## config.mk

```make
export PLATFORM = sky130hd
export DESIGN_NAME = efb_branch_unit
export DESIGN_NICKNAME = d
export VERILOG_FILES = /design/src/efb_pkg.sv /design/src/efb_cond_if.sv /design/src/efb_branch_unit.sv /design/src/efb_cond_eval.sv
export SDC_FILE = /design/constraint.sdc
export NUM_CORES = 1
export LEC_CHECK = 0
export BUFFER_PORTS_ARGS = -buffer_cell sky130_fd_sc_hd__buf_2
export CAP_MARGIN = 20
export CORE_ASPECT_RATIO = 0.8
export CORE_MARGIN = 2
export CORE_UTILIZATION = 50
export DETAILED_ROUTE_END_ITERATION = 10
export PLACE_DENSITY = 0.86
export SKIP_CTS_REPAIR_TIMING = 1
export SLEW_MARGIN = 20
export SYNTH_ARGS = -nofsm -noshare
export SYNTH_HDL_FRONTEND = slang
export SYNTH_SLANG_ARGS = --single-unit
```

## constraint.sdc

```tcl
create_clock -name SYS_CLK -period 2.8 [get_ports SYS_CLK]
set_clock_uncertainty 0.15 [all_clocks]
set_input_delay 0.28 -clock SYS_CLK [delete_from_list [all_inputs] [get_ports SYS_CLK]]
set_output_delay 0.28 -clock SYS_CLK [all_outputs]
set_load 0.01 [all_outputs]
```

## src/efb_pkg.sv

```systemverilog
package efb_pkg;

   // ---------------------------------------------------------------
   // Widths
   // ---------------------------------------------------------------
   localparam int FLAG_W = 14;
   localparam int OP_W = 5;
   localparam int PC_W = 20;
   localparam int CNT_W = 5;
   localparam int STAT_W = 16;

   // ---------------------------------------------------------------
   // Event flag positions
   // ---------------------------------------------------------------
   localparam logic [3:0] FL_FIFO_WRAP = 4'h0;
   localparam logic [3:0] FL_IRQ = 4'h1;
   localparam logic [3:0] FL_ATTENTION = 4'h2;
   localparam logic [3:0] FL_ALARM_ONE = 4'h3;
   localparam logic [3:0] FL_ALARM_TWO = 4'h4;
   localparam logic [3:0] FL_ALARM_THREE = 4'h5;
   localparam logic [3:0] FL_PIN_MATCH = 4'h6;
   localparam logic [3:0] FL_QUEUE_EMPTY = 4'h7;
   localparam logic [3:0] FL_SEL_ONE = 4'h8;
   localparam logic [3:0] FL_SEL_TWO = 4'h9;
   localparam logic [3:0] FL_SEL_THREE = 4'hA;
   localparam logic [3:0] FL_SEL_FOUR = 4'hB;
   localparam logic [3:0] FL_STRM_DONE = 4'hC;
   localparam logic [3:0] FL_STRM_CMD_EMPTY = 4'hD;

   // ---------------------------------------------------------------
   // Jump operation codes
   // ---------------------------------------------------------------
   localparam logic [OP_W-1:0] OP_JUMP_IF_FIFO_WRAP = 5'h00;
   localparam logic [OP_W-1:0] OP_JUMP_IF_IRQ_PENDING = 5'h01;
   localparam logic [OP_W-1:0] OP_JUMP_IF_NO_ATTENTION = 5'h02;
   localparam logic [OP_W-1:0] OP_JUMP_IF_NO_ALARM_ONE = 5'h03;
   localparam logic [OP_W-1:0] OP_JUMP_IF_NO_ALARM_TWO = 5'h04;
   localparam logic [OP_W-1:0] OP_JUMP_IF_NO_ALARM_THREE = 5'h05;
   localparam logic [OP_W-1:0] OP_JUMP_IF_NO_FIFO_WRAP = 5'h06;
   localparam logic [OP_W-1:0] OP_JUMP_IF_NO_IRQ_PENDING = 5'h07;
   localparam logic [OP_W-1:0] OP_JUMP_IF_NO_PIN_MATCH = 5'h08;
   localparam logic [OP_W-1:0] OP_JUMP_IF_RESULT_QUEUE_FILLED = 5'h09;
   localparam logic [OP_W-1:0] OP_JUMP_IF_RESULT_QUEUE_EMPTY = 5'h0A;
   localparam logic [OP_W-1:0] OP_JUMP_IF_SEL_EVENT_ONE = 5'h0B;
   localparam logic [OP_W-1:0] OP_JUMP_IF_NO_SEL_EVENT_TWO = 5'h0C;
   localparam logic [OP_W-1:0] OP_JUMP_IF_NO_SEL_EVENT_THREE = 5'h0D;
   localparam logic [OP_W-1:0] OP_JUMP_IF_NO_SEL_EVENT_FOUR = 5'h0E;
   localparam logic [OP_W-1:0] OP_JUMP_IF_STREAMER_RUNNING = 5'h0F;
   localparam logic [OP_W-1:0] OP_JUMP_IF_STREAMER_CMD_PENDING = 5'h10;

   // ---------------------------------------------------------------
   // Cycle costs
   // ---------------------------------------------------------------
   localparam logic [CNT_W-1:0] LOCAL_NOT_TAKEN_CYC = 5'h02;
   localparam logic [CNT_W-1:0] LOCAL_TAKEN_CYC = 5'h04;
   localparam logic [CNT_W-1:0] SHARED_NOT_TAKEN_CYC = 5'h02;
   localparam logic [CNT_W-1:0] SHARED_TAKEN_MIN_CYC = 5'h0D;
   localparam logic [CNT_W-1:0] SHARED_TAKEN_MAX_CYC = 5'h14;

   // ---------------------------------------------------------------
   // Register map
   // ---------------------------------------------------------------
   localparam logic [7:0] REG_CTRL = 8'h00;
   localparam logic [7:0] REG_STATUS = 8'h04;
   localparam logic [7:0] REG_TAKEN_CNT = 8'h08;
   localparam logic [7:0] REG_FALL_CNT = 8'h0C;
   localparam logic [7:0] REG_LAST_PC = 8'h10;
   localparam logic [7:0] REG_FLAGS = 8'h14;
   localparam int CTRL_ENABLE_BIT = 0;
   localparam int CTRL_CLEAR_BIT = 1;
   localparam logic CTRL_ENABLE_RST = 1'b1;

   // Decode: {legal, branch when set, flag index}
   function automatic logic [5:0] op_decode(input logic [OP_W-1:0] op);
      logic [5:0] d;
      d = 6'h00;
      unique case (op)
         OP_JUMP_IF_FIFO_WRAP: d = {2'b11, FL_FIFO_WRAP};
         OP_JUMP_IF_IRQ_PENDING: d = {2'b11, FL_IRQ};
         OP_JUMP_IF_NO_ATTENTION: d = {2'b10, FL_ATTENTION};
         OP_JUMP_IF_NO_ALARM_ONE: d = {2'b10, FL_ALARM_ONE};
         OP_JUMP_IF_NO_ALARM_TWO: d = {2'b10, FL_ALARM_TWO};
         OP_JUMP_IF_NO_ALARM_THREE: d = {2'b10, FL_ALARM_THREE};
         OP_JUMP_IF_NO_FIFO_WRAP: d = {2'b10, FL_FIFO_WRAP};
         OP_JUMP_IF_NO_IRQ_PENDING: d = {2'b10, FL_IRQ};
         OP_JUMP_IF_NO_PIN_MATCH: d = {2'b10, FL_PIN_MATCH};
         OP_JUMP_IF_RESULT_QUEUE_FILLED: d = {2'b10, FL_QUEUE_EMPTY};
         OP_JUMP_IF_RESULT_QUEUE_EMPTY: d = {2'b11, FL_QUEUE_EMPTY};
         OP_JUMP_IF_SEL_EVENT_ONE: d = {2'b11, FL_SEL_ONE};
         OP_JUMP_IF_NO_SEL_EVENT_TWO: d = {2'b10, FL_SEL_TWO};
         OP_JUMP_IF_NO_SEL_EVENT_THREE: d = {2'b10, FL_SEL_THREE};
         OP_JUMP_IF_NO_SEL_EVENT_FOUR: d = {2'b10, FL_SEL_FOUR};
         OP_JUMP_IF_STREAMER_RUNNING: d = {2'b10, FL_STRM_DONE};
         OP_JUMP_IF_STREAMER_CMD_PENDING: d = {2'b10, FL_STRM_CMD_EMPTY};
         default: d = 6'h00;
      endcase
      return d;
   endfunction : op_decode

   typedef enum logic [1:0] {ST_IDLE, ST_EVAL, ST_LOCAL_REFILL, ST_SHARED_REFILL} efb_state_e;

endpackage : efb_pkg

```

## src/efb_cond_if.sv

```systemverilog
`timescale 1ns/1ps
interface efb_cond_if;
   import efb_pkg::*;
   logic [FLAG_W-1:0] flags;
   logic [OP_W-1:0] op;
   logic met;
   logic legal;
   modport src (output flags, output op, input met, input legal);
   modport eval (input flags, input op, output met, output legal);
endinterface : efb_cond_if

```

## src/efb_branch_unit.sv

```systemverilog
// Local design decisions: the APB slave port and the register addresses.
`timescale 1ns/1ps
// Operation
// - fifo-wrap jump taken when flag set
// - irq-pending jump taken when flag set
// - no-attention jump taken when flag clear
// - no-alarm-one jump taken when flag clear
// - no-alarm-two jump taken when flag clear
// - no-alarm-three jump taken when flag clear
// - no-fifo-wrap jump taken when flag clear
// - no-irq jump taken when flag clear
// - no-pin-match jump taken when flag clear
// - queue-filled jump taken when empty flag clear
// - queue-empty jump taken when flag set
// - selectable-one jump taken when flag set
// - no-selectable-two jump taken when flag clear
// - no-selectable-three jump taken when flag clear
// - no-selectable-four jump taken when flag clear
// - streamer-running jump taken when finished clear
// - command-pending jump taken when empty clear
// - local 2 or 4 clocks, shared 2 or more
module efb_branch_unit
   import efb_pkg::*;
(
   input wire logic SYS_CLK,
   input wire logic RST_B,
   input wire logic [7:0] PADDR,
   input wire logic PSEL,
   input wire logic PENABLE,
   input wire logic PWRITE,
   input wire logic [31:0] PWDATA,
   input wire logic [3:0] PSTRB,
   output logic [31:0] PRDATA,
   output logic PREADY,
   output logic PSLVERR,
   input wire logic INSN_VALID,
   output logic INSN_READY,
   input wire logic [OP_W-1:0] INSN_OP,
   input wire logic INSN_IMM_SEL,
   input wire logic [PC_W-1:0] INSN_IMM,
   input wire logic [PC_W-1:0] REG_S_VALUE,
   input wire logic [PC_W-1:0] PC_CUR,
   input wire logic EXEC_SHARED,
   input wire logic SHARED_FETCH_RDY,
   input wire logic FIFO_BLOCK_WRAP_FLAG,
   input wire logic IRQ_PENDING_FLAG,
   input wire logic ATTENTION_FLAG,
   input wire logic COUNTER_ALARM_ONE_FLAG,
   input wire logic COUNTER_ALARM_TWO_FLAG,
   input wire logic COUNTER_ALARM_THREE_FLAG,
   input wire logic PIN_MATCH_FLAG,
   input wire logic RESULT_QUEUE_EMPTY_FLAG,
   input wire logic SELECTABLE_EVENT_ONE_FLAG,
   input wire logic SELECTABLE_EVENT_TWO_FLAG,
   input wire logic SELECTABLE_EVENT_THREE_FLAG,
   input wire logic SELECTABLE_EVENT_FOUR_FLAG,
   input wire logic STREAMER_FINISHED_FLAG,
   input wire logic STREAMER_COMMAND_EMPTY_FLAG,
   output logic DONE,
   output logic TAKEN,
   output logic ILLEGAL,
   output logic [PC_W-1:0] PC_NEXT
);

   // ---------------------------------------------------------------
   // Declarations
   // ---------------------------------------------------------------
   efb_cond_if cif ();
   efb_state_e state_r;
   efb_state_e state_nxt;
   logic [CNT_W-1:0] cyc_cnt_r;
   logic [CNT_W-1:0] cyc_cnt_nxt;
   logic [FLAG_W-1:0] flags;
   logic issue;
   logic finish;
   logic met_r;
   logic legal_r;
   logic shared_r;
   logic [PC_W-1:0] target_r;
   logic [PC_W-1:0] seq_pc_r;
   logic enable_r;
   logic clear_req;
   logic last_taken_r;
   logic last_illegal_r;
   logic last_shared_r;
   logic [STAT_W-1:0] taken_cnt_r;
   logic [STAT_W-1:0] fall_cnt_r;
   logic [PC_W-1:0] last_pc_r;
   logic apb_setup;
   logic apb_write;
   logic addr_hit;
   logic [31:0] rd_mux;

   // ---------------------------------------------------------------
   // Flag gathering
   // ---------------------------------------------------------------
   always_comb
   begin
      flags = '0;
      flags[FL_FIFO_WRAP] = FIFO_BLOCK_WRAP_FLAG;
      flags[FL_IRQ] = IRQ_PENDING_FLAG;
      flags[FL_ATTENTION] = ATTENTION_FLAG;
      flags[FL_ALARM_ONE] = COUNTER_ALARM_ONE_FLAG;
      flags[FL_ALARM_TWO] = COUNTER_ALARM_TWO_FLAG;
      flags[FL_ALARM_THREE] = COUNTER_ALARM_THREE_FLAG;
      flags[FL_PIN_MATCH] = PIN_MATCH_FLAG;
      flags[FL_QUEUE_EMPTY] = RESULT_QUEUE_EMPTY_FLAG;
      flags[FL_SEL_ONE] = SELECTABLE_EVENT_ONE_FLAG;
      flags[FL_SEL_TWO] = SELECTABLE_EVENT_TWO_FLAG;
      flags[FL_SEL_THREE] = SELECTABLE_EVENT_THREE_FLAG;
      flags[FL_SEL_FOUR] = SELECTABLE_EVENT_FOUR_FLAG;
      flags[FL_STRM_DONE] = STREAMER_FINISHED_FLAG;
      flags[FL_STRM_CMD_EMPTY] = STREAMER_COMMAND_EMPTY_FLAG;
   end

   // ---------------------------------------------------------------
   // Condition evaluation
   // ---------------------------------------------------------------
   assign cif.flags = flags;
   assign cif.op = INSN_OP;

   // Set or clear test per operation
   // Set or clear test per operation
   efb_cond_eval u_eval
   (
      .cif (cif.eval)
   );

   // ---------------------------------------------------------------
   // Issue handshake
   // ---------------------------------------------------------------
   assign INSN_READY = (state_r == ST_IDLE) && enable_r;
   assign issue = INSN_VALID && INSN_READY;

   // ---------------------------------------------------------------
   // Operand capture
   // ---------------------------------------------------------------
   always_ff @(posedge SYS_CLK)
   begin
      if (!RST_B)
      begin
         met_r <= 1'b0;
         legal_r <= 1'b0;
         shared_r <= 1'b0;
         target_r <= '0;
         seq_pc_r <= '0;
      end
      else if (issue)
      begin
         met_r <= cif.met;
         legal_r <= cif.legal;
         shared_r <= EXEC_SHARED;
         target_r <= INSN_IMM_SEL ? INSN_IMM : REG_S_VALUE;
         seq_pc_r <= PC_W'(PC_CUR + 1'b1);
      end
   end

   // ---------------------------------------------------------------
   // Execution sequencer
   // ---------------------------------------------------------------
   always_comb
   begin
      state_nxt = state_r;
      cyc_cnt_nxt = cyc_cnt_r;
      finish = 1'b0;
      unique case (state_r)
         ST_IDLE:
         begin
            cyc_cnt_nxt = '0;
            if (issue)
            begin
               state_nxt = ST_EVAL;
               cyc_cnt_nxt = 5'h01;
            end
         end
         ST_EVAL:
         begin
            // Not taken: 2 clocks in both modes
            if (!met_r || !legal_r)
            begin
               finish = 1'b1;
            end
            else
            begin
               state_nxt = shared_r ? ST_SHARED_REFILL : ST_LOCAL_REFILL;
               cyc_cnt_nxt = CNT_W'(cyc_cnt_r + 1'b1);
            end
         end
         ST_LOCAL_REFILL:
         begin
            // Taken locally: 4 clocks
            if (cyc_cnt_r == LOCAL_TAKEN_CYC - 5'h01)
            begin
               finish = 1'b1;
            end
            else
            begin
               cyc_cnt_nxt = CNT_W'(cyc_cnt_r + 1'b1);
            end
         end
         ST_SHARED_REFILL:
         begin
            // Taken from shared memory: fetch-paced, bounded
            if ((cyc_cnt_r >= SHARED_TAKEN_MIN_CYC - 5'h01 && SHARED_FETCH_RDY)
               || cyc_cnt_r == SHARED_TAKEN_MAX_CYC - 5'h01)
            begin
               finish = 1'b1;
            end
            else
            begin
               cyc_cnt_nxt = CNT_W'(cyc_cnt_r + 1'b1);
            end
         end
      endcase
      if (finish)
      begin
         state_nxt = ST_IDLE;
         cyc_cnt_nxt = '0;
      end
   end

   always_ff @(posedge SYS_CLK)
   begin
      if (!RST_B)
      begin
         state_r <= ST_IDLE;
         cyc_cnt_r <= '0;
      end
      else
      begin
         state_r <= state_nxt;
         cyc_cnt_r <= cyc_cnt_nxt;
      end
   end

   // ---------------------------------------------------------------
   // Completion outputs
   // ---------------------------------------------------------------
   always_ff @(posedge SYS_CLK)
   begin
      if (!RST_B)
      begin
         DONE <= 1'b0;
         TAKEN <= 1'b0;
         ILLEGAL <= 1'b0;
         PC_NEXT <= '0;
      end
      else
      begin
         DONE <= finish;
         TAKEN <= finish && met_r && legal_r;
         ILLEGAL <= finish && !legal_r;
         if (finish)
         begin
            // Redirect or fall through
            PC_NEXT <= (met_r && legal_r) ? target_r : seq_pc_r;
         end
      end
   end

   // ---------------------------------------------------------------
   // Status tracking
   // ---------------------------------------------------------------
   always_ff @(posedge SYS_CLK)
   begin
      if (!RST_B)
      begin
         last_taken_r <= 1'b0;
         last_illegal_r <= 1'b0;
         last_shared_r <= 1'b0;
         last_pc_r <= '0;
      end
      else if (finish)
      begin
         last_taken_r <= met_r && legal_r;
         last_illegal_r <= !legal_r;
         last_shared_r <= shared_r;
         last_pc_r <= (met_r && legal_r) ? target_r : seq_pc_r;
      end
   end

   // A count in the same cycle as a clear loads the counter with one
   always_ff @(posedge SYS_CLK)
   begin
      if (!RST_B)
      begin
         taken_cnt_r <= '0;
         fall_cnt_r <= '0;
      end
      else
      begin
         if (finish && met_r && legal_r)
         begin
            taken_cnt_r <= clear_req ? 16'h0001 : STAT_W'(taken_cnt_r + 1'b1);
         end
         else if (clear_req)
         begin
            taken_cnt_r <= '0;
         end
         if (finish && !(met_r && legal_r))
         begin
            fall_cnt_r <= clear_req ? 16'h0001 : STAT_W'(fall_cnt_r + 1'b1);
         end
         else if (clear_req)
         begin
            fall_cnt_r <= '0;
         end
      end
   end

   // ---------------------------------------------------------------
   // APB slave
   // ---------------------------------------------------------------
   assign PREADY = 1'b1;
   assign apb_setup = PSEL && !PENABLE;
   assign apb_write = PSEL && PENABLE && PWRITE;
   assign addr_hit = (PADDR == REG_CTRL) || (PADDR == REG_STATUS)
      || (PADDR == REG_TAKEN_CNT) || (PADDR == REG_FALL_CNT)
      || (PADDR == REG_LAST_PC) || (PADDR == REG_FLAGS);
   assign clear_req = apb_write && PADDR == REG_CTRL && PSTRB[0] && PWDATA[CTRL_CLEAR_BIT];

   always_ff @(posedge SYS_CLK)
   begin
      if (!RST_B)
      begin
         enable_r <= CTRL_ENABLE_RST;
      end
      else if (apb_write && PADDR == REG_CTRL && PSTRB[0])
      begin
         enable_r <= PWDATA[CTRL_ENABLE_BIT];
      end
   end

   always_comb
   begin
      rd_mux = '0;
      unique case (PADDR)
         REG_CTRL: rd_mux[CTRL_ENABLE_BIT] = enable_r;
         REG_STATUS: rd_mux[3:0] = {last_shared_r, last_illegal_r, last_taken_r,
            state_r != ST_IDLE};
         REG_TAKEN_CNT: rd_mux[STAT_W-1:0] = taken_cnt_r;
         REG_FALL_CNT: rd_mux[STAT_W-1:0] = fall_cnt_r;
         REG_LAST_PC: rd_mux[PC_W-1:0] = last_pc_r;
         REG_FLAGS: rd_mux[FLAG_W-1:0] = flags;
         default: rd_mux = '0;
      endcase
   end

   // Read data and error captured in the setup cycle
   always_ff @(posedge SYS_CLK)
   begin
      if (!RST_B)
      begin
         PRDATA <= '0;
         PSLVERR <= 1'b0;
      end
      else if (apb_setup)
      begin
         PRDATA <= PWRITE ? 32'h0000_0000 : rd_mux;
         PSLVERR <= !addr_hit;
      end
      else if (!PSEL)
      begin
         PSLVERR <= 1'b0;
      end
   end

endmodule : efb_branch_unit

```

## src/efb_cond_eval.sv

```systemverilog
`timescale 1ns/1ps
module efb_cond_eval
   import efb_pkg::*;
(
   efb_cond_if.eval cif
);

   // ---------------------------------------------------------------
   // Flag test
   // ---------------------------------------------------------------
   logic [5:0] dec;
   logic flag_sel;

   always_comb
   begin
      dec = op_decode(cif.op);
      flag_sel = cif.flags[dec[3:0]];
   end

   // Set or clear polarity per operation
   assign cif.legal = dec[5];
   assign cif.met = dec[5] & (flag_sel == dec[4]);

endmodule : efb_cond_eval

```

Yosys cells after proc, flatten, opt, wreduce, memory -nomap -nowiden
Memories as Yosys holds them, arrays and structs flattened. Index checks and enable logic that the tools add are counted.

Bits in read-only memories: 192. Word-level logic and storage cells: 109. Memories kept: 1. Output and inout bits: 58. Input bits: 132. Register bits after elaboration: 142.

Eq/ne operators: 16. Magnitude comparators: 2. Reduce and logical (&&, ||, !) cells: 35. Mux-type cells: 30. $add $sub $neg: 4. Bitwise logic cells: 2.

Memory list: (no name shown) (depth 32, width 6, read ports 1, clocked after Yosys merged registers in 0, write ports 0, line efb_pkg.sv:77) `unique case (op)`.

Operators with widths (number): $mux W16 (5); $mux W20 (3); $pmux W10 S4 (1); $add A16 B1 Y16 const B (2); $add A20 B1 Y20 const B (1); $pmux W5 S4 (1); $eq A8 B4 Y1 const B (2); $eq A8 B5 Y1 const B (2); $mux W5 (3); $pmux W3 S5 (1); $logic_and A1 B1 Y1 (14); $eq A8 B3 Y1 const B (1); $logic_not A8 Y1 (1); $mux W1 (8); $ne A2 B2 Y1 const B (4); $reduce_bool A2 Y1 (4); $logic_or A1 B1 Y1 (7); $pmux W1 S6 (1); $pmux W2 S3 (1); $reduce_and A3 Y1 (2); $add A5 B1 Y5 const B (1); $eq A5 B2 Y1 const B (1); $eq A5 B5 Y1 const B (1); $ge A5 B4 Y1 const B (1); 15 further kinds (21).

Depth between registers and ports, before layout
Gate-level depths: netlist of the first run.

Depth in word-level cells: 8. Depth in mapped cells: 10.

Cells and area by module
A second synthesis of the first run with hierarchy kept.

Cell total of the unflattened synthesis: 854. Area, all modules: 7199.4 um2.

Modules (own cells, without submodules): efb_branch_unit (seq. area each 2602.5 um2, cells an instance 784, instances 1, area each 6640.1 um2); efb_cond_eval (seq. area each 0.0 um2, cells an instance 70, instances 1, area each 559.3 um2).

Least setup slack after synthesis of the first run
OpenSTA, ideal clock, no wires.

Path type: input to register. Start: in INSN_OP[0]. End: reg met_r. Path slack: 571 ps. Library setup time: 124 ps. Arrival time: 1955 ps. Cell stages on the path: 10. Cells stage by stage: inv_1 ha_1 nand2b_1 a21oi_1 mux2_2 o2111ai_1 nand2_1 a211oi_1 a2111o_1 nand3_1.

Word-level cells in the longest chain between the ends: 5.

Ends and longest elaborated chain: start, declared (line efb_branch_unit.sv:38) `input wire logic [OP_W-1:0] INSN_OP,`; $mem_v2 Z32 W6 (*); $bmux W1 S4 (line efb_cond_eval.sv:17) `flag_sel = cif.flags[dec[3:0]];`; $mux W1 (not written as such) (line efb_cond_eval.sv:17); $eq A1 B1 Y1 (line efb_cond_eval.sv:22) `assign cif.met = dec[5] & (flag_sel == dec[4]);`; $and A1 B1 Y1 (*) (line efb_cond_eval.sv:22); end signal, assigned (line efb_branch_unit.sv:150) `met_r <= cif.met;`; end, declared (line efb_branch_unit.sv:76) `logic met_r;`.

Every way passes the cells marked *; elsewhere a longest branch is shown, timed or not. The select of a mux whose other input is x is not followed. A chain may end at the register's enable or synchronous reset.

Worst setup path in the final report of the first run
Start: reg state_r[0]. End: reg fall_cnt_r[15].

Word-level cells in the longest chain between the ends: 4. Elaborated cells on any way between the ends: 7.

Ends and longest elaborated chain: start, declared (line efb_branch_unit.sv:69) `efb_state_e state_r;`; start signal, assigned (line efb_branch_unit.sv:231) `state_r <= state_nxt;`; $eq A2 B2 Y1 / $eq A2 B1 Y1 (equally long branches) (line efb_branch_unit.sv:166) `unique case (state_r)`; $pmux W1 S3 (*) (line efb_branch_unit.sv:166); $logic_and A1 B1 Y1 (*) (line efb_branch_unit.sv:300) `if (finish && !(met_r && legal_r))`; $mux W16 / $reduce_bool A2 Y1 (equally long branches); end signal, assigned (line efb_branch_unit.sv:302) `fall_cnt_r <= clear_req ? 16'h0001 : STAT_W'(fall_cnt_r + 1'b1);`; end, declared (line efb_branch_unit.sv:87) `logic [STAT_W-1:0] fall_cnt_r;`.

Every way passes the cells marked *; elsewhere a longest branch is shown, timed or not.

==> metrics, run 1 <==
Rel. slew slack=0.470; Netlist Area Pre-Place=6770 µm²; number of global-route vias before repair=just under 6000; Max-cap violations=0; CP required=slightly below 3 ns; Clock transition at path regs=0.06 ns; post-synthesis cell type count=58; Wirelength per Cell=17.0 µm; most used routing layer=met2; PD cells=591 nW/µm²; worst ir drop on vdd=0.000530 V; fin util=0.610; Clock Sink Count=130; Min-Delay Path Class=in -> reg; CTS tree=done; initial antenna violation count=1; met1 GRT Util=0.351; unrepaired setup endpoints after global routing=false; met2 global-route usage=0.408; part of the power in the clock network=0.446; Final Hold Fails=0; Nets=1046; met3 Use GR=0.0534; PnR worst setup slack=0.478 ns; global-route wire length before repair=between 20 and 30 mm; Num CTS Buffers=17; Die W=134 µm; Min Hold Slack=0.0160 ns; synthesized flop and latch total=130; Post-synth EDFFs=0; setup TNS=0 ns; Final period util=0.829; antenna fix cells=0; CP startpoint kind=flip-flop; Routed Antenna Nets=0; pre-CTS setup slack=0.196 ns; asr flop ratio synth=0; outcome=completed; Vert. Die Dim=around 110 µm; Syn Inst Count=roughly 800; Slew @ Worst Pin=0.795 ns; Tot Pwr=between 4 and 5 mW; filler cell count=1158; Final min period=2.32 ns; first drt pass iteration count=8; Top FF cell, synth=dfxtp_1; global route overflow=0; CP Capture Type=flip-flop; die area=14500 µm²; Comb power frac=0.131; CP Class=reg -> reg; Core Rows=38; Seq/Total Area, Yosys=0.384; Worst-Skew Late Latency=0.42 ns; Core ar.=13400 µm²; Clock Path Buffers=2; io pins=190; Leak Pwr=3.96 nW; H-tree Lvls=4; Net Sw Power=1.28 mW; via count=between 6000 and 7000; largest net degree at the start of global routing=69; gr usage total=0.260; WL final=between 15 and 20 mm; DRC=0; post-synth top area share=0.384; Final setup viols=0; mean post-synth cell area=8.67 µm²; internal power=3.55 mW; Slew Limit Fails=0; highest clock rate=431 MHz; critical path fanouts, max=9; layout cells sized above 1=0.237; dpl hpwl=roughly 13 mm; most frequent cell after synthesis=dfxtp_1; Sw Ratio=0.266; top cells by count, synth=dfxtp_1, nand2_1, nand3_1; Port Buf Inserts=143; Synth area leaders=dfxtp_1, o211a_1, nand2_1; register share of total power=0.423; Root Buffer=clkbuf_16; 1st-iter DRT viols=594; Synth-to-Final Area Change=20.7%; Worst Path Arrival=2.48 ns; gpl congestion=0.930; drt via density=5.75; Initial Utilization=0.505; cell taking the most area after synthesis=dfxtp_1; Syn. warnings=0
==> layout make-up <==
cell class,count,area [µm²],area share
tap,180,225,0.0275
timing repair buffer,158,858,0.105
multi-input combinational,590,3880,0.474
clock inverter,14,139,0.0170
inverter,10,37.5,0.00459
sequential,130,2600,0.318
clock buffer,18,439,0.0537
==> worst paths after layout <==
kind                                  start        endpoint  slack [ns]  cells after the start
worst max-delay path             state_r[0]  fall_cnt_r[15]        0.48                      8
worst min register to register   PRDATA[16]      PRDATA[16]        0.32                      2
worst min-delay path            EXEC_SHARED        shared_r        0.02                      3
worst max register to register   state_r[0]  fall_cnt_r[15]        0.48                      8
==> power by group through the flow <==
stage               registers, mW  clock network, mW  logic, mW
global placement             2.07                  0      0.602
global route                 2.05               2.25      0.694
detailed placement           2.08                  0      0.618
CTS                          2.04               2.16      0.627
finish                       2.04               2.16      0.631
floorplan                    2.06                  0      0.395
==> cells by family (layout without fill, tap and decap cells) <==
family	Yosys count	after routing	synth area share
muxes	40	40	0.0613
other	2	13	0.00111
xor gates and xnor gates	41	41	0.0530
AOI/OAI and AO/OA	163	163	0.200
DFF	130	130	0.384
buffers and inverters	72	200	0.0497
adders and majority gates	7	7	0.0129
and+or+nand+nor	326	326	0.238
==> routing by layer <==
| layer | wire length (µm) | part of all wire | vias to the layer above |
|---|---|---|---|
| li1 | - | - | 3028 |
| met1 | 8140 | 0.44 | 2980 |
| met2 | 8430 | 0.45 | 276 |
| met3 | 1560 | 0.084 | 44 |
| met4 | 524 | 0.028 | 0 |
| met5 | 0 | 0 | - |
==> per-stage QoR <==
stage          cell area (µm²)  cells
3_3_place_gp              7580   1066
5_1_grt                   8180   1100
3_5_place_dp              7580   1066
2_1_floorplan             6810    792
6_report                  8180   1100
4_1_cts                   8160   1098
==> sequential cells by signal, indices dropped and copies added (netlist names), 2 cells and up <==
name	cells
PRDATA	20
taken_cnt_r	16
cyc_cnt_r	5
last_pc_r	20
fall_cnt_r	16
target_r	20
seq_pc_r	20
state_r	2
==> worst max-delay path, stage by stage (launching register included) <==
cell and delay (ns):
dfxtp_1 0.48, or2b_1 0.17, o211ai_2 0.13, nor2_1 0.28, o21a_2 0.30, nand4_4 0.19
nor3_1 0.30, xnor2_1 0.16, nor2_1 0.05
==> placed cells by master (no fill, tap or decap), types with 23 or more instances in the layout <==
master and count:
o211a_1 61, dfxtp_1 130, nor2_1 47, mux2i_1 28
xor2_1 33, o21ai_0 36, nand2_1 125, nand3_1 63
buf_2 143, and2_1 23
Note: power is estimated with default switching activity, not from simulation.
==> run 2: changes to the inputs <==
==> constraint.sdc (replaced) <==
create_clock -name SYS_CLK -period 2.3 [get_ports SYS_CLK]
set_clock_uncertainty 0.15 [all_clocks]
set_input_delay 0.23 -clock SYS_CLK [delete_from_list [all_inputs] [get_ports SYS_CLK]]
set_output_delay 0.23 -clock SYS_CLK [all_outputs]
set_load 0.01 [all_outputs]
==> run 2 against run 1 <==
The flow now finishes with violations (negative hold slack). Sequential cell count stayed put. Power increased by 29%. Core utilization increased by 1.8 points. Sequential share of layout area fell by 0.93 points. Die area unchanged. Worst setup slack got worse by 0.40 ns. Critical path depth shrank 1. Maximum frequency is 4.6% higher. Largest cell class unchanged.
==> metrics, run 2 (synthesized netlist as in run 1, its figures left out) <==
drt via density=5.80 (was 5.75); first drt pass iteration count=8 (unchanged); Tot Pwr=6.22 mW (was 4.83 mW); antenna fix cells=0 (unchanged); Synth-to-Final Area Change=24.4% (was 20.7%); Placement Cell Area=7730 µm² (was 7580 µm²); Worst Path Arrival=2.43 ns (was 2.48 ns); Wirelength per Cell=17.1 µm (was 17.0 µm); failing checks=negative hold slack; Final setup viols=0 (unchanged); Core ar.=13400 µm² (unchanged); filler cell count=1094 (was 1158); Port Buf Inserts=143 (unchanged); register share of total power=0.399 (was 0.423); Final min period=2.22 ns (was 2.32 ns); Nets=1067 (was 1046); die area=14500 µm² (unchanged); worst ir drop on vdd=0.000530 V (about the same); internal power=4.64 mW (was 3.55 mW); CTS tree=done (unchanged); Sw Ratio=0.255 (was 0.266); Core Rows=38 (unchanged); Worst-Skew Late Latency=0.42 ns (about the same); most common cell after layout, fill and taps aside=buf_2 (unchanged); Leak Pwr=4.09 nW (was 3.96 nW); number of global-route vias before repair=6045 (was 5893); Min-Delay Path Class=in -> reg (unchanged); 1st-iter DRT viols=702 (was 594); H-tree Lvls=4 (unchanged); commonest cells after routing, fill and taps aside=buf_2, dfxtp_1, nand2_1 (unchanged); area of all placed cells without fillers=8420 µm² (was 8180 µm²); gpl congestion=0.974 (was 0.930); layout cells sized above 1=0.253 (was 0.237); Max-cap violations=0 (unchanged); post-layout instance count excluding filler cells=1120 (was 1100); Net Sw Power=1.59 mW (was 1.28 mW); CP required=2.51 ns (was 2.95 ns); Rel. slew slack=0.500 (was 0.470); gr usage total=0.268 (was 0.260); Clock transition at path regs=0.06 ns (about the same); io pins=190 (unchanged); initial antenna violation count=0 (was 1); largest net degree at the start of global routing=63 (was 69); CP Capture Type=flip-flop (unchanged); Slew Limit Fails=0 (unchanged); placed cells=1085 (was 1066); Vert. Die Dim=108 µm (unchanged); Die W=134 µm (unchanged); critical path fanouts, max=9 (unchanged); CP Class=reg -> reg (unchanged); PD cells=739 nW/µm² (was 591 nW/µm²); Routed Antenna Nets=0 (unchanged); fin util=0.628 (was 0.610); global route overflow=0 (unchanged); dpl hpwl=13.6 mm (was 13.0 mm); Initial Utilization=0.505 (unchanged); Clock Sink Count=130 (unchanged); Slew @ Worst Pin=0.750 ns (was 0.795 ns); global-route wire length before repair=30.6 mm (was 29.7 mm); Root Buffer=clkbuf_16 (unchanged); WL final=19.2 mm (was 18.7 mm); outcome=finished with violations (was completed); part of the power in the clock network=0.471 (was 0.446); DRC=0 (unchanged); Clock Path Buffers=2 (unchanged); via count=6493 (was 6328); CP startpoint kind=flip-flop (unchanged); Final Hold Fails=1 (was 0); Num CTS Buffers=17 (unchanged); Min Hold Slack=-0.0107 ns (was 0.0160 ns); highest clock rate=450 MHz (was 431 MHz); Comb power frac=0.130 (was 0.131); Final period util=0.965 (was 0.829)
run 2: cell count changes in the layout (fill, tap and decap cells not counted), sizes merged, moves of 2 or more:
cell	previous run	this run
clkinv	8	3
clkbuf	18	20
dlygate4sd3	2	4
bufinv	2	4
buf	156	175
run 2: layer usage:
metal  wire (µm)  track usage  vias up
li1            -            -     3072
met1        8330        0.350     3059
met2        8750        0.434      313
met3        1560       0.0614       49
met4         533        0.103        0
met5           0            0        -
run 2: power by group through the flow:
| stage | sequential, mW | combinational, mW | clock [mW] |
|---|---|---|---|
| after detailed placement | 2.53 | 0.787 | 0 |
| after global placement | 2.52 | 0.767 | 0 |
| after floorplan | 2.51 | 0.481 | 0 |
| final | 2.48 | 0.807 | 2.93 |
| after global routing | 2.49 | 0.884 | 3.05 |
| after CTS | 2.48 | 0.797 | 2.93 |
run 2: layout make-up:
cell class                 instances  area (µm²)  area share
clock buffer                      20         467      0.0554
clock inverter                    11         175      0.0208
inverter                          10        37.5     0.00446
multi-input combinational        590        3880       0.461
sequential                       130        2600       0.309
tap                              180         225      0.0267
timing repair buffer             179        1030       0.123
run 2: stage by stage:
stage          setup slack (ns)  hold WS (ns)  setup TNS, ns
6_report                 0.0794       -0.0107              0
5_1_grt               -0.000117        0.0337      -0.000117
2_1_floorplan             0.121         0.194              0
3_5_place_dp             -0.144         0.306         -0.144
3_3_place_gp            -0.0386         0.296        -0.0386
4_1_cts                  0.0590        -0.113              0
run 2: final timing paths:
kind              depth (start not counted)  slack, ns         endpoint          from
setup / recovery                          7       0.08  taken_cnt_r[15]  cyc_cnt_r[2]
hold / removal                            3      -0.01          PSLVERR       PENABLE
hold reg to reg                           2       0.32       PRDATA[16]    PRDATA[16]
setup reg to reg                          7       0.08  taken_cnt_r[15]  cyc_cnt_r[2]
run 2: critical path, stage by stage, from the launching register on:
cell and delay, ns:
dfxtp_1 0.42, and2_1 0.19, o211ai_2 0.13, nor3_4 0.28, and4_4 0.31, nand3_4 0.13, or3_1 0.40, a21oi_2 0.14
